`config.mk`:
```
export PLATFORM = sky130hd
export DESIGN_NAME = scl_main_link
export DESIGN_NICKNAME = d
export VERILOG_FILES = /design/src/rtl/scl_pkg.sv /design/src/rtl/scl_eclk_div.sv /design/src/rtl/scl_main_link.sv
export SDC_FILE = /design/constraint.sdc
export NUM_CORES = 1
export LEC_CHECK = 0
export ABC_CLOCK_PERIOD_IN_PS = 2550
export BUFFER_PORTS_ARGS = -buffer_cell sky130_fd_sc_hd__buf_2
export CAP_MARGIN = 20
export CORE_MARGIN = 2
export CORE_UTILIZATION = 40
export CTS_CLUSTER_SIZE = 40
export DETAILED_ROUTE_END_ITERATION = 10
export GPL_TIMING_DRIVEN = 1
export MAX_ROUTING_LAYER = met4
export PLACE_DENSITY = 0.64
export SYNTH_ARGS = -nofsm -noshare
export SYNTH_HDL_FRONTEND = slang
export SYNTH_SLANG_ARGS = --single-unit
```
`constraint.sdc`:
```
create_clock -name core_clk -period 2.55 [get_ports core_clk]
set_clock_uncertainty 0.2 [all_clocks]
set_input_delay 0.3825 -clock core_clk [delete_from_list [all_inputs] [get_ports core_clk]]
set_output_delay 0.3825 -clock core_clk [all_outputs]
set_load 0.02 [all_outputs]
```
`src/rtl/scl_pkg.sv`:
```
// Shared constants and carriers for the switch card serial link.
// Assumes one 20 MHz core clock and a synchronous active-low reset.
package scl_pkg;

  // ---------------------------------------------------------------
  // Timing
  // ---------------------------------------------------------------
  // Core clock period in picoseconds
  localparam int unsigned CORE_PERIOD_PS = 50000;
  // Bus E clock period in picoseconds (1.78977 MHz)
  localparam int unsigned ECLK_PERIOD_PS = 558731;
  // Core cycles per E clock half period, rounded down, at least one
  localparam int unsigned ECLK_HALF_RAW = ECLK_PERIOD_PS / (2 * CORE_PERIOD_PS);
  localparam int unsigned ECLK_HALF_CYC = (ECLK_HALF_RAW < 1) ? 1 : ECLK_HALF_RAW;
  // Width of the half-period divider counter
  localparam int unsigned ECLK_DIV_W = 4;

  // Bits in one serial byte
  localparam int unsigned BYTE_BITS = 8;
  // Reset value of the output shifter
  localparam logic [7:0] SHIFT_RESET = 8'h00;
  // All ones loaded into the cycle-count shifter
  localparam logic [7:0] COUNT_LOAD = 8'hFF;

  // Address-step countdown; the line is held low for one core cycle more than this
  localparam logic [7:0] STEP_HOLD_CYC = 8'h10;
  // Address-clear countdown; the line is held high for one core cycle more than this
  localparam logic [7:0] CLEAR_HOLD_CYC = 8'h04;
  // Latch strobe countdown; the strobe is held high for one core cycle more than this
  localparam logic [7:0] STROBE_HOLD_CYC = 8'h04;

  // ---------------------------------------------------------------
  // Carriers
  // ---------------------------------------------------------------
  // Card-side pins driven by the main board
  typedef struct packed {
    logic serial_clk;
    logic relay_serial_data;
    logic slot_enable_n;
    logic ident_addr_clear;
    logic ident_addr_step_n;
    logic latch_strobe;
  } scl_card_out_s;

  // Processor-side command strobes
  typedef struct packed {
    logic relay_write;
    logic [7:0] relay_byte;
    logic ident_begin;
    logic ident_step;
    logic ident_end;
    logic strobe;
  } scl_cmd_s;

endpackage

```
`src/rtl/scl_eclk_div.sv`:
```
// E clock divider: a one-cycle enable at each rising and falling edge
// of the modelled bus E clock.
// Assumes the core clock rate named in scl_pkg.
`timescale 1ns/1ps
module scl_eclk_div (
  // Clock and reset
  input wire logic core_clk,
  input wire logic rst_b,
  // Enables
  output logic rise_en,
  output logic fall_en,
  output logic eclk_level
);

  // ---------------------------------------------------------------
  // Divider state
  // ---------------------------------------------------------------
  logic [scl_pkg::ECLK_DIV_W-1:0] cnt; // Half-period counter
  logic [scl_pkg::ECLK_DIV_W-1:0] next_cnt;
  logic next_eclk_level;
  logic next_rise_en;
  logic next_fall_en;

  // Next values: toggle the E level at each half period end
  always_comb begin
    next_cnt = cnt + 1'b1;
    next_eclk_level = eclk_level;
    next_rise_en = 1'b0;
    next_fall_en = 1'b0;
    if (cnt == scl_pkg::ECLK_DIV_W'(scl_pkg::ECLK_HALF_CYC - 1)) begin
      next_cnt = '0;
      next_eclk_level = ~eclk_level;
      next_rise_en = ~eclk_level;
      next_fall_en = eclk_level;
    end
  end

  // Register stage
  always_ff @(posedge core_clk) begin
    if (!rst_b) begin
      cnt <= '0;
      eclk_level <= 1'b0;
      rise_en <= 1'b0;
      fall_en <= 1'b0;
    end else begin
      cnt <= next_cnt;
      eclk_level <= next_eclk_level;
      rise_en <= next_rise_en;
      fall_en <= next_fall_en;
    end
  end

endmodule

```
`src/rtl/scl_main_link.sv`:
```
// Main-board end of the relay card serial link: relay byte shifter,
// gated serial clock, identification readout and latch strobe.
// Assumes processor strobes are synchronous to core_clk and card
// inputs arrive asynchronously.
//
// How it works
// - Eight-bit parallel shifter sends one bit per clock
// - Write loads byte, count all ones, flag high
// - After write, gated E clock drives serial clock
// - Eight pulses counted, then flag low, clock stops
// - Delayed inverted clock shifts relay data out
// - Reads identification and sends relay data serially
// - Select held low for whole identification readout
// - Address clear pulsed high once per readout
// - Address step held low until memory settles
// - Each relay byte returns one identification byte
// - Repeat step and eight-clock shift per location
// - Returned bits made parallel for processor read
// - E clock is oscillator over four, 1.78977MHz; the divider here gives core clock over ten, 2 MHz
// - Latch strobe high after all bytes shifted
`timescale 1ns/1ps
module scl_main_link (
  // Clock and reset
  input wire logic core_clk,
  input wire logic rst_b,
  // Processor commands
  input wire scl_pkg::scl_cmd_s cmd,
  // Card pins driven by the board
  output scl_pkg::scl_card_out_s card_out,
  // Returned identification line from the card
  input wire logic card_ident_serial_data,
  // Processor-visible status
  output logic count_flag,
  output logic ident_busy,
  output logic [7:0] ident_byte,
  output logic ident_valid,
  output logic write_refused
);

  // ---------------------------------------------------------------
  // E clock enables
  // ---------------------------------------------------------------
  logic e_rise; // One-cycle pulse at E rising edge
  logic e_fall; // One-cycle pulse at E falling edge

  // Oscillator over four, modelled by the divider
  scl_eclk_div u_div (
    .core_clk(core_clk),
    .rst_b(rst_b),
    .rise_en(e_rise),
    .fall_en(e_fall),
    .eclk_level()
  );

  // ---------------------------------------------------------------
  // Input synchroniser
  // ---------------------------------------------------------------
  logic ident_meta; // First stage, read only by the second
  logic ident_sync; // Safe copy of the returned bit

  // Two flops on the card line
  always_ff @(posedge core_clk) begin
    if (!rst_b) begin
      ident_meta <= 1'b0;
      ident_sync <= 1'b0;
    end else begin
      ident_meta <= card_ident_serial_data;
      ident_sync <= ident_meta;
    end
  end

  // ---------------------------------------------------------------
  // Serial shift engine
  // ---------------------------------------------------------------
  logic [7:0] tx_shift; // Relay byte shifter
  logic [7:0] next_tx_shift;
  logic [7:0] cnt_shift; // Cycle-count shifter
  logic [7:0] next_cnt_shift;
  logic [7:0] rx_shift; // Serial-in identification shifter
  logic [7:0] next_rx_shift;
  logic active; // Shift window open
  logic next_active;
  logic armed; // Write seen, waiting for window
  logic next_armed;
  logic sclk; // Serial clock driven to cards
  logic next_sclk;
  logic started; // Set at the first pulse end; the shift does not wait on it
  logic next_started;
  logic data_bit; // Relay data line
  logic next_data_bit;
  logic next_count_flag;
  logic next_write_refused;
  logic [7:0] next_ident_byte;
  logic next_ident_valid;

  // Next values of the shift engine
  always_comb begin
    next_tx_shift = tx_shift;
    next_cnt_shift = cnt_shift;
    next_rx_shift = rx_shift;
    next_active = active;
    next_armed = armed;
    next_sclk = sclk;
    next_started = started;
    next_data_bit = data_bit;
    next_count_flag = count_flag;
    next_write_refused = 1'b0;
    next_ident_byte = ident_byte;
    next_ident_valid = 1'b0;
    // Refusal is flagged apart, so a refused write never swallows an E edge
    if (cmd.relay_write && (count_flag || armed)) begin
      // Overlapping write would corrupt the byte in flight
      next_write_refused = 1'b1;
    end
    if (cmd.relay_write && !count_flag && !armed) begin
      next_tx_shift = cmd.relay_byte;
      next_cnt_shift = scl_pkg::COUNT_LOAD;
      next_count_flag = 1'b1;
      next_armed = 1'b1;
      next_started = 1'b0;
      next_data_bit = cmd.relay_byte[7];
    end else if (armed && e_fall) begin
      // Write cycle over: open the window at an E low phase
      next_armed = 1'b0;
      next_active = 1'b1;
    end else if (active && e_rise && count_flag) begin
      // Gated E high drives the serial clock
      next_sclk = 1'b1;
      // Card samples relay data; board samples returned bit
      next_rx_shift = {rx_shift[6:0], ident_sync};
      // Count a pulse by shifting a zero
      next_cnt_shift = {cnt_shift[6:0], 1'b0};
    end else if (active && e_fall && sclk) begin
      next_sclk = 1'b0;
      if (cnt_shift == 8'h00) begin
        // Eight pulses done: flag low, no more clocks
        next_count_flag = 1'b0;
        next_active = 1'b0;
        next_ident_byte = rx_shift;
        next_ident_valid = 1'b1;
      end
      // Inverted clock shifts at every pulse end, the first one included
      if (started) begin
        next_tx_shift = {tx_shift[6:0], 1'b0};
        next_data_bit = tx_shift[6];
      end else begin
        next_started = 1'b1;
        next_tx_shift = {tx_shift[6:0], 1'b0};
        next_data_bit = tx_shift[6];
      end
    end
  end

  // Register stage of the shift engine
  always_ff @(posedge core_clk) begin
    if (!rst_b) begin
      tx_shift <= scl_pkg::SHIFT_RESET;
      cnt_shift <= scl_pkg::SHIFT_RESET;
      rx_shift <= scl_pkg::SHIFT_RESET;
      active <= 1'b0;
      armed <= 1'b0;
      sclk <= 1'b0;
      started <= 1'b0;
      data_bit <= 1'b0;
      count_flag <= 1'b0;
      write_refused <= 1'b0;
      ident_byte <= scl_pkg::SHIFT_RESET;
      ident_valid <= 1'b0;
    end else begin
      tx_shift <= next_tx_shift;
      cnt_shift <= next_cnt_shift;
      rx_shift <= next_rx_shift;
      active <= next_active;
      armed <= next_armed;
      sclk <= next_sclk;
      started <= next_started;
      data_bit <= next_data_bit;
      count_flag <= next_count_flag;
      write_refused <= next_write_refused;
      ident_byte <= next_ident_byte;
      ident_valid <= next_ident_valid;
    end
  end

  // ---------------------------------------------------------------
  // Identification control lines
  // ---------------------------------------------------------------
  typedef enum logic [1:0] {
    SCL_ID_IDLE,
    SCL_ID_CLEAR,
    SCL_ID_READY,
    SCL_ID_STEP
  } scl_id_state_e;

  scl_id_state_e id_state; // Readout sequencer
  scl_id_state_e next_id_state;
  logic [7:0] hold_cnt; // Pulse width timer
  logic [7:0] next_hold_cnt;
  logic sel_n; // Card select, active low
  logic next_sel_n;
  logic addr_clear;
  logic next_addr_clear;
  logic step_n;
  logic next_step_n;
  logic next_ident_busy;

  // Next values of the readout sequencer
  always_comb begin
    next_id_state = id_state;
    next_hold_cnt = hold_cnt;
    next_sel_n = sel_n;
    next_addr_clear = addr_clear;
    next_step_n = step_n;
    next_ident_busy = ident_busy;
    unique case (id_state)
      SCL_ID_IDLE: begin
        if (cmd.ident_begin) begin
          next_sel_n = 1'b0;
          next_addr_clear = 1'b1; // Single clear per readout
          next_hold_cnt = scl_pkg::CLEAR_HOLD_CYC;
          next_ident_busy = 1'b1;
          next_id_state = SCL_ID_CLEAR;
        end
      end
      SCL_ID_CLEAR: begin
        if (hold_cnt == 8'h00) begin
          next_addr_clear = 1'b0;
          next_id_state = SCL_ID_READY;
        end else begin
          next_hold_cnt = hold_cnt - 8'h01;
        end
      end
      SCL_ID_READY: begin
        if (cmd.ident_end) begin
          next_sel_n = 1'b1; // Select released only at the end
          next_ident_busy = 1'b0;
          next_id_state = SCL_ID_IDLE;
        end else if (cmd.ident_step && !count_flag) begin
          // Step moves counter off zero, so location one first
          next_step_n = 1'b0;
          next_hold_cnt = scl_pkg::STEP_HOLD_CYC;
          next_id_state = SCL_ID_STEP;
        end
      end
      SCL_ID_STEP: begin
        // Held low until the memory outputs settle
        if (hold_cnt == 8'h00) begin
          next_step_n = 1'b1;
          next_id_state = SCL_ID_READY;
        end else begin
          next_hold_cnt = hold_cnt - 8'h01;
        end
      end
    endcase
  end

  // Register stage of the readout sequencer
  always_ff @(posedge core_clk) begin
    if (!rst_b) begin
      id_state <= SCL_ID_IDLE;
      hold_cnt <= 8'h00;
      sel_n <= 1'b1;
      addr_clear <= 1'b0;
      step_n <= 1'b1;
      ident_busy <= 1'b0;
    end else begin
      id_state <= next_id_state;
      hold_cnt <= next_hold_cnt;
      sel_n <= next_sel_n;
      addr_clear <= next_addr_clear;
      step_n <= next_step_n;
      ident_busy <= next_ident_busy;
    end
  end

  // ---------------------------------------------------------------
  // Latch strobe
  // ---------------------------------------------------------------
  logic strobe; // Latch strobe to all cards
  logic next_strobe;
  logic [7:0] strobe_cnt;
  logic [7:0] next_strobe_cnt;

  // Strobe only when no byte is in flight, so all bits are in place
  always_comb begin
    next_strobe = strobe;
    next_strobe_cnt = strobe_cnt;
    if (strobe) begin
      if (strobe_cnt == 8'h00) begin
        next_strobe = 1'b0; // Falling edge enables card outputs
      end else begin
        next_strobe_cnt = strobe_cnt - 8'h01;
      end
    end else if (cmd.strobe && !count_flag && !armed) begin
      next_strobe = 1'b1;
      next_strobe_cnt = scl_pkg::STROBE_HOLD_CYC;
    end
  end

  // Register stage; reset drives strobe low before any pulse
  always_ff @(posedge core_clk) begin
    if (!rst_b) begin
      strobe <= 1'b0;
      strobe_cnt <= 8'h00;
    end else begin
      strobe <= next_strobe;
      strobe_cnt <= next_strobe_cnt;
    end
  end

  // ---------------------------------------------------------------
  // Card pin bundle, all from flops
  // ---------------------------------------------------------------
  assign card_out.serial_clk = sclk;
  assign card_out.relay_serial_data = data_bit;
  assign card_out.slot_enable_n = sel_n;
  assign card_out.ident_addr_clear = addr_clear;
  assign card_out.ident_addr_step_n = step_n;
  assign card_out.latch_strobe = strobe;

endmodule

```
# Yosys cells after proc, flatten, opt, wreduce, memory -nomap -nowiden
# Index checks and enable logic that the tools add are counted.
op_classes:
  n_addsub: 3
  n_mul: 0
  n_div: 0
  n_lt_le_gt_ge: 0
  n_eq_ne: 17
  shifts: 0
  n_mux: 51
  n_bitwise: 6
  reduce_logical: 46
op_table:
  columns: ["operator", "n"]
  rows:
  - ["$mux 8", 10]
  - ["$mux 7", 4]
  - ["$mux 1", 27]
  - ["$logic_not 8->1", 3]
  - ["$pmux 8 s3", 1]
  - ["$ne 2x2->1 const B", 11]
  - ["$reduce_bool 2->1", 11]
  - ["$reduce_and 3->1", 6]
  - ["$reduce_and 4->1", 4]
  - ["$sub 8x1->8 const B", 2]
  - ["$logic_and 1x1->1", 11]
  - ["$mux 2", 4]
  - ["$pmux 1 s2", 4]
  - ["$not 1->1", 6]
  - ["$pmux 2 s3", 1]
  - ["$reduce_and 2->1", 3]
  - ["$reduce_and 5->1", 1]
  - ["$reduce_or 5->1", 1]
  - ["$add 4x1->4 const B", 1]
  - ["$eq 2x2->1 const B", 2]
  - ["$eq 4x3->1 const B", 1]
  - ["$reduce_or 2->1", 2]
  - ["$ne 3x3->1 const B", 1]
  - ["$eq 2x1->1 const B", 1]
  - ["other kinds (4)", 5]
word_totals:
  register_bits: 70
  latchBits: 0
  ram_bits: 0
  mem_bits_ro: 0
  input_bits: 16
  output_inout_bits: 18
  elab_cells: 148
  mem_count: 0

# Longest topological paths before layout
logic_depth:
  depth_word: 6
  mapped_depth: 7
  mapped_depth_nobuf: 6

# Hierarchy
# From an unflattened synthesis, not the netlist that was laid out.
unflattened:
  hier_cells: 351
  hier_area_um2: 3061.7
modules_own_cells:
  columns: ["module", "instances", "cells_per_inst", "area_per_inst_um2", "seq_area_each_um2"]
  rows:
  - ["scl_main_link", 1, 322, 2786.4, 1261.2]
  - ["scl_eclk_div", 1, 29, 275.3, 140.1]

# Worst setup path after synthesis
# Ideal clock, no wire load.
synth_timing:
  path_kind: "register to register"
  from: "reg count_flag"
  to: "reg strobe_cnt[7]"
  setup_ns: 0.072
  arrival_time_ns: 1.658
  t_required_ns: 2.278
  setup_slack_ns: 0.620
  path_stages_with_launch: 5
  path_buffers: 1
  period_less_slack_ns: 1.930
  cell_sequence: "dfxtp_1 > or4b_1 > buf_2 > a211oi_1 > mux2i_1"
synth_via:
  elab_chain_cells: 5
synth_rtl:
  columns: ["item", "line_no", "rtl"]
  rows:
  - ["start, declared", "scl_main_link.sv:33", "output logic count_flag,"]
  - ["start signal, assigned", "scl_main_link.sv:178", "count_flag <= next_count_flag;"]
  - ["$logic_not 1->1", "scl_main_link.sv:294", "end else if (cmd.strobe && !count_flag && !armed) begin"]
  - ["$logic_and 1x1->1 (2 in series)", "scl_main_link.sv:294", null]
  - ["$reduce_bool 2->1 (no source line)", null, null]
  - ["$reduce_and 2->1 (no source line)", null, null]
  - ["end signal, assigned", "scl_main_link.sv:307", "strobe_cnt <= next_strobe_cnt;"]
  - ["end, declared", "scl_main_link.sv:281", "logic [7:0] strobe_cnt;"]
# No other way between the ends.
# A chain may end at the register's enable or synchronous reset.

# Worst setup path in the final report
layout_timing:
  from: "reg strobe_cnt[3]"
  to: "reg strobe_cnt[7]"
layout_via:
  elab_chain_cells: 3
  elab_cells_between_ends: 6
  cone_classes: "1 x add/sub; 1 x eq/ne; 2 x mux; 2 x reduce/logical"
layout_rtl:
  columns: ["item", "line_no"]
  rows:
  - ["$sub 8x1->8 or $logic_not 8->1 (tied branches)", "scl_main_link.sv:292, scl_main_link.sv:289"]
  - ["$mux 8 or $ne 2x2->1 (tied branches)", null]
  - ["$mux 8 or $reduce_and 2->1 (tied branches)", null]
# Several ways; a longest one is shown, not always the timed one. The select of a mux whose other input is x is not followed.

==> run_results.csv <==
group,metric,value,unit
status,status,"finished, final reports clean",
die,io_pins,34,
clocking,cts_max_level,3,
clocking,cts_tree,"built",
synthesis,synth_area,0.003132,mm2
die,die_area,0.008553,mm2
final_layout,nNetsFinal,401,
synthesis,netlist_instances,353,
global_route,grt_pass1_vias,2508,
pwr,p_per_area,1006,mW/mm2
die,die_h,92.49,um
synthesis,ys_seq_elements,70,
pwr,intPower,2520,uW
critical_path,worst_ep_arrival_time,2190,ps
critical_path,path_class,"flop to flop",
critical_path,path_max_fanout,14,
pwr,p_sw,1118,uW
die,fp.dieW,92.49,um
routing,drc,0,
pwr,p_total,3639,uW
pwr,combPwrFrac,27.2,%
global_route,overflow,0,
clocking,clk_path_buf_depth,2,
timing,worstMarginPinSlew,701.1,ps
min_path,hold_path_class,"primary input to flop",
clocking,insertion_delay,340,ps
timing,setup_viol,0,
final_layout,synthToLayoutAreaGrowth,15.46,%
synthesis,synth_edf_count,0,
critical_path,cp-end-kind,"flop",
synthesis,syn_area_per_cell,8.872,um2
clocking,post_cts_resized,0,
final_layout,final_cell_mix,"dfxtp_1, nand2_1, a21oi_1",
pwr,p_leak,0.001432,uW
global_route,grt_max_degree,35,
synthesis,synth_fp_nets,375,
synthesis,synth_ff_type,"dfxtp_1",
global_route,grt_pass1_wl,11270,um
timing,hold_viol_final,0,
routing,first_pass_iters,4,
clocking,cts_hold_buffers,0,
routing,drt-wirelength-per-cell,13.46,um
pwr,peakVddDrop,0.0003611,V
synthesis,synth_cell_types,56,
clocking,clkSinkCount,70,
routing,drt-vias-per-instance,5.329,
global_route,grt_usage,16.83,%
synthesis,ys_warn_count,0,
routing,drtIter0Drc,116,
synthesis,async_reset_ff_share,0,%
critical_path,startpoint_type,"flop",
placed_design,dp_hpwl,4453,um
final_layout,antenna_cells,0,
timing,fin_crit_sh,84.94,%
die,coreArea,0.007647,mm2
job,drv_cap,0,
final_layout,drive_above_1_share,20.31,%
clocking,clk_pin_slew_worst_paths,80,ps
timing,clock.fmax,461.7,MHz
synthesis,yosysSeqAreaShare,44.75,%
pwr,seqPwrFrac,39.2,%
clocking,cts-root-buf,"clkbuf_8",
pwr,swShare,30.74,%
global_route,grt_antenna_before_repair,0,
routing,routed_wl,6542,um
routing,num_vias,2590,
placed_design,port_buffers,33,
clocking,cts_buffers,9,
final_layout,finalNonFillerCells,486,
timing,tns,0,ps
timing,relSlewSlack,53.10,%
final_layout,final_common_cell,"dfxtp_1",
placed_design,dp_cells,470,
die,initial_core_util,40.95,%
timing,rsz0062_at_grt,"no",
final_layout,final_util,47.28,%
timing,drv_slew,0,
clocking,postCtsSetupBuffers,0,
placed_design,place_congestion,0.8437,
timing,min_period,2166,ps
routing,drtAntennaViolNets,0,
critical_path,crit_required,2570,ps
pwr,clockPowerShare,33.5,%
die,fp-row-count,32,
[metrics by stage]
step           area (um2)  hold slack (ps)  worst slack [ps]
2_1_floorplan        3132            211.9             619.8
6_report             3616            43.21             384.0
4_1_cts              3616            26.52             393.7
3_3_place_gp         3336            216.6             442.5
5_1_grt              3616            30.88             211.0
3_5_place_dp         3336            222.7             420.3
[cell families (layout without fill, tap and decap cells)]
family | after synthesis | count (layout) | synth area share (%)
buffers and inverters | 40 | 71 | 6.432
multiplexers | 5 | 5 | 1.638
flip-flops | 70 | 70 | 44.75
adder cells (fa/ha/maj) | 6 | 6 | 2.397
XOR/XNOR | 1 | 1 | 0.2797
AO/OA/AOI/OAI | 99 | 99 | 21.18
AND/OR/NAND/NOR | 132 | 132 | 23.33
[power groups by stage]
stage | Combinational [uW] | Clock [uW] | Sequential (uW)
2_1_floorplan | 872 | 0 | 1410
3_3_place_gp | 970 | 0 | 1440
3_5_place_dp | 991 | 0 | 1450
4_1_cts | 999 | 1250 | 1420
5_1_grt | 1120 | 1280 | 1460
6_report | 991 | 1220 | 1430
[path summary, 6_finish.rpt]
path	from	endpoint	slack (ps)	cells past startpoint
hold / removal	card_ident_serial_data	ident_meta	40	2
setup reg to reg	strobe_cnt[3]	strobe_cnt[7]	380	4
hold reg to reg	ident_meta	ident_sync	240	1
setup / recovery	strobe_cnt[3]	strobe_cnt[7]	380	4
[cell usage after synthesis (all sizes together), types with 4 or more instances]
library cell,count,area share [%]
or4,4,1.2
and2,7,1.4
inv,14,1.7
o221a,5,1.8
dfxtp,70,45
nand2,52,6.2
nor4,5,1.5
a311oi,8,2.2
mux2i,4,1.3
a31oi,6,1.2
a21oi,36,5.8
nand3,6,0.96
buf,15,3.1
clkbuf,11,1.6
nand2b,7,1.4
nor2,14,1.7
o21ai,24,3.8
nor3,6,0.96
nand4b,8,2.2
a211oi,4,0.96
ha,6,2.4
nor3b,4,0.96
[per-layer routing]
layer	routed length [um]	vias to the layer above	GRT usage [%]
met5	0	-	-
li1	-	1309	-
met3	238	15	3.824
met2	3072	50	26.46
met4	154	0	9.328
met1	3076	1216	19.97
[state kept, by name (all words and copies together) (netlist names), 2 cells and up]
register and cells:
id_state 2, strobe_cnt 8, cnt_shift 8, tx_shift 7
rx_shift 8, u_div.cnt 4, ident_byte 8, hold_cnt 8
[worst max-delay path, cell delays in order (launching register included)]
cell and delay, ps:
dfxtp_1 360, or4_4 540, o41ai_4 590, a211oi_1 200, mux2i_1 160
[area by class of cell]
class	count	area (um2)
clock buffers	11	151.4
clock inverters	5	128.9
fillers	734	4031
inverters	14	52.55
multi-input cells	243	1529
flip-flops and latches	70	1401
well taps	102	127.6
repair buffers	41	225.2
Power figures use the tool's default switching activity.
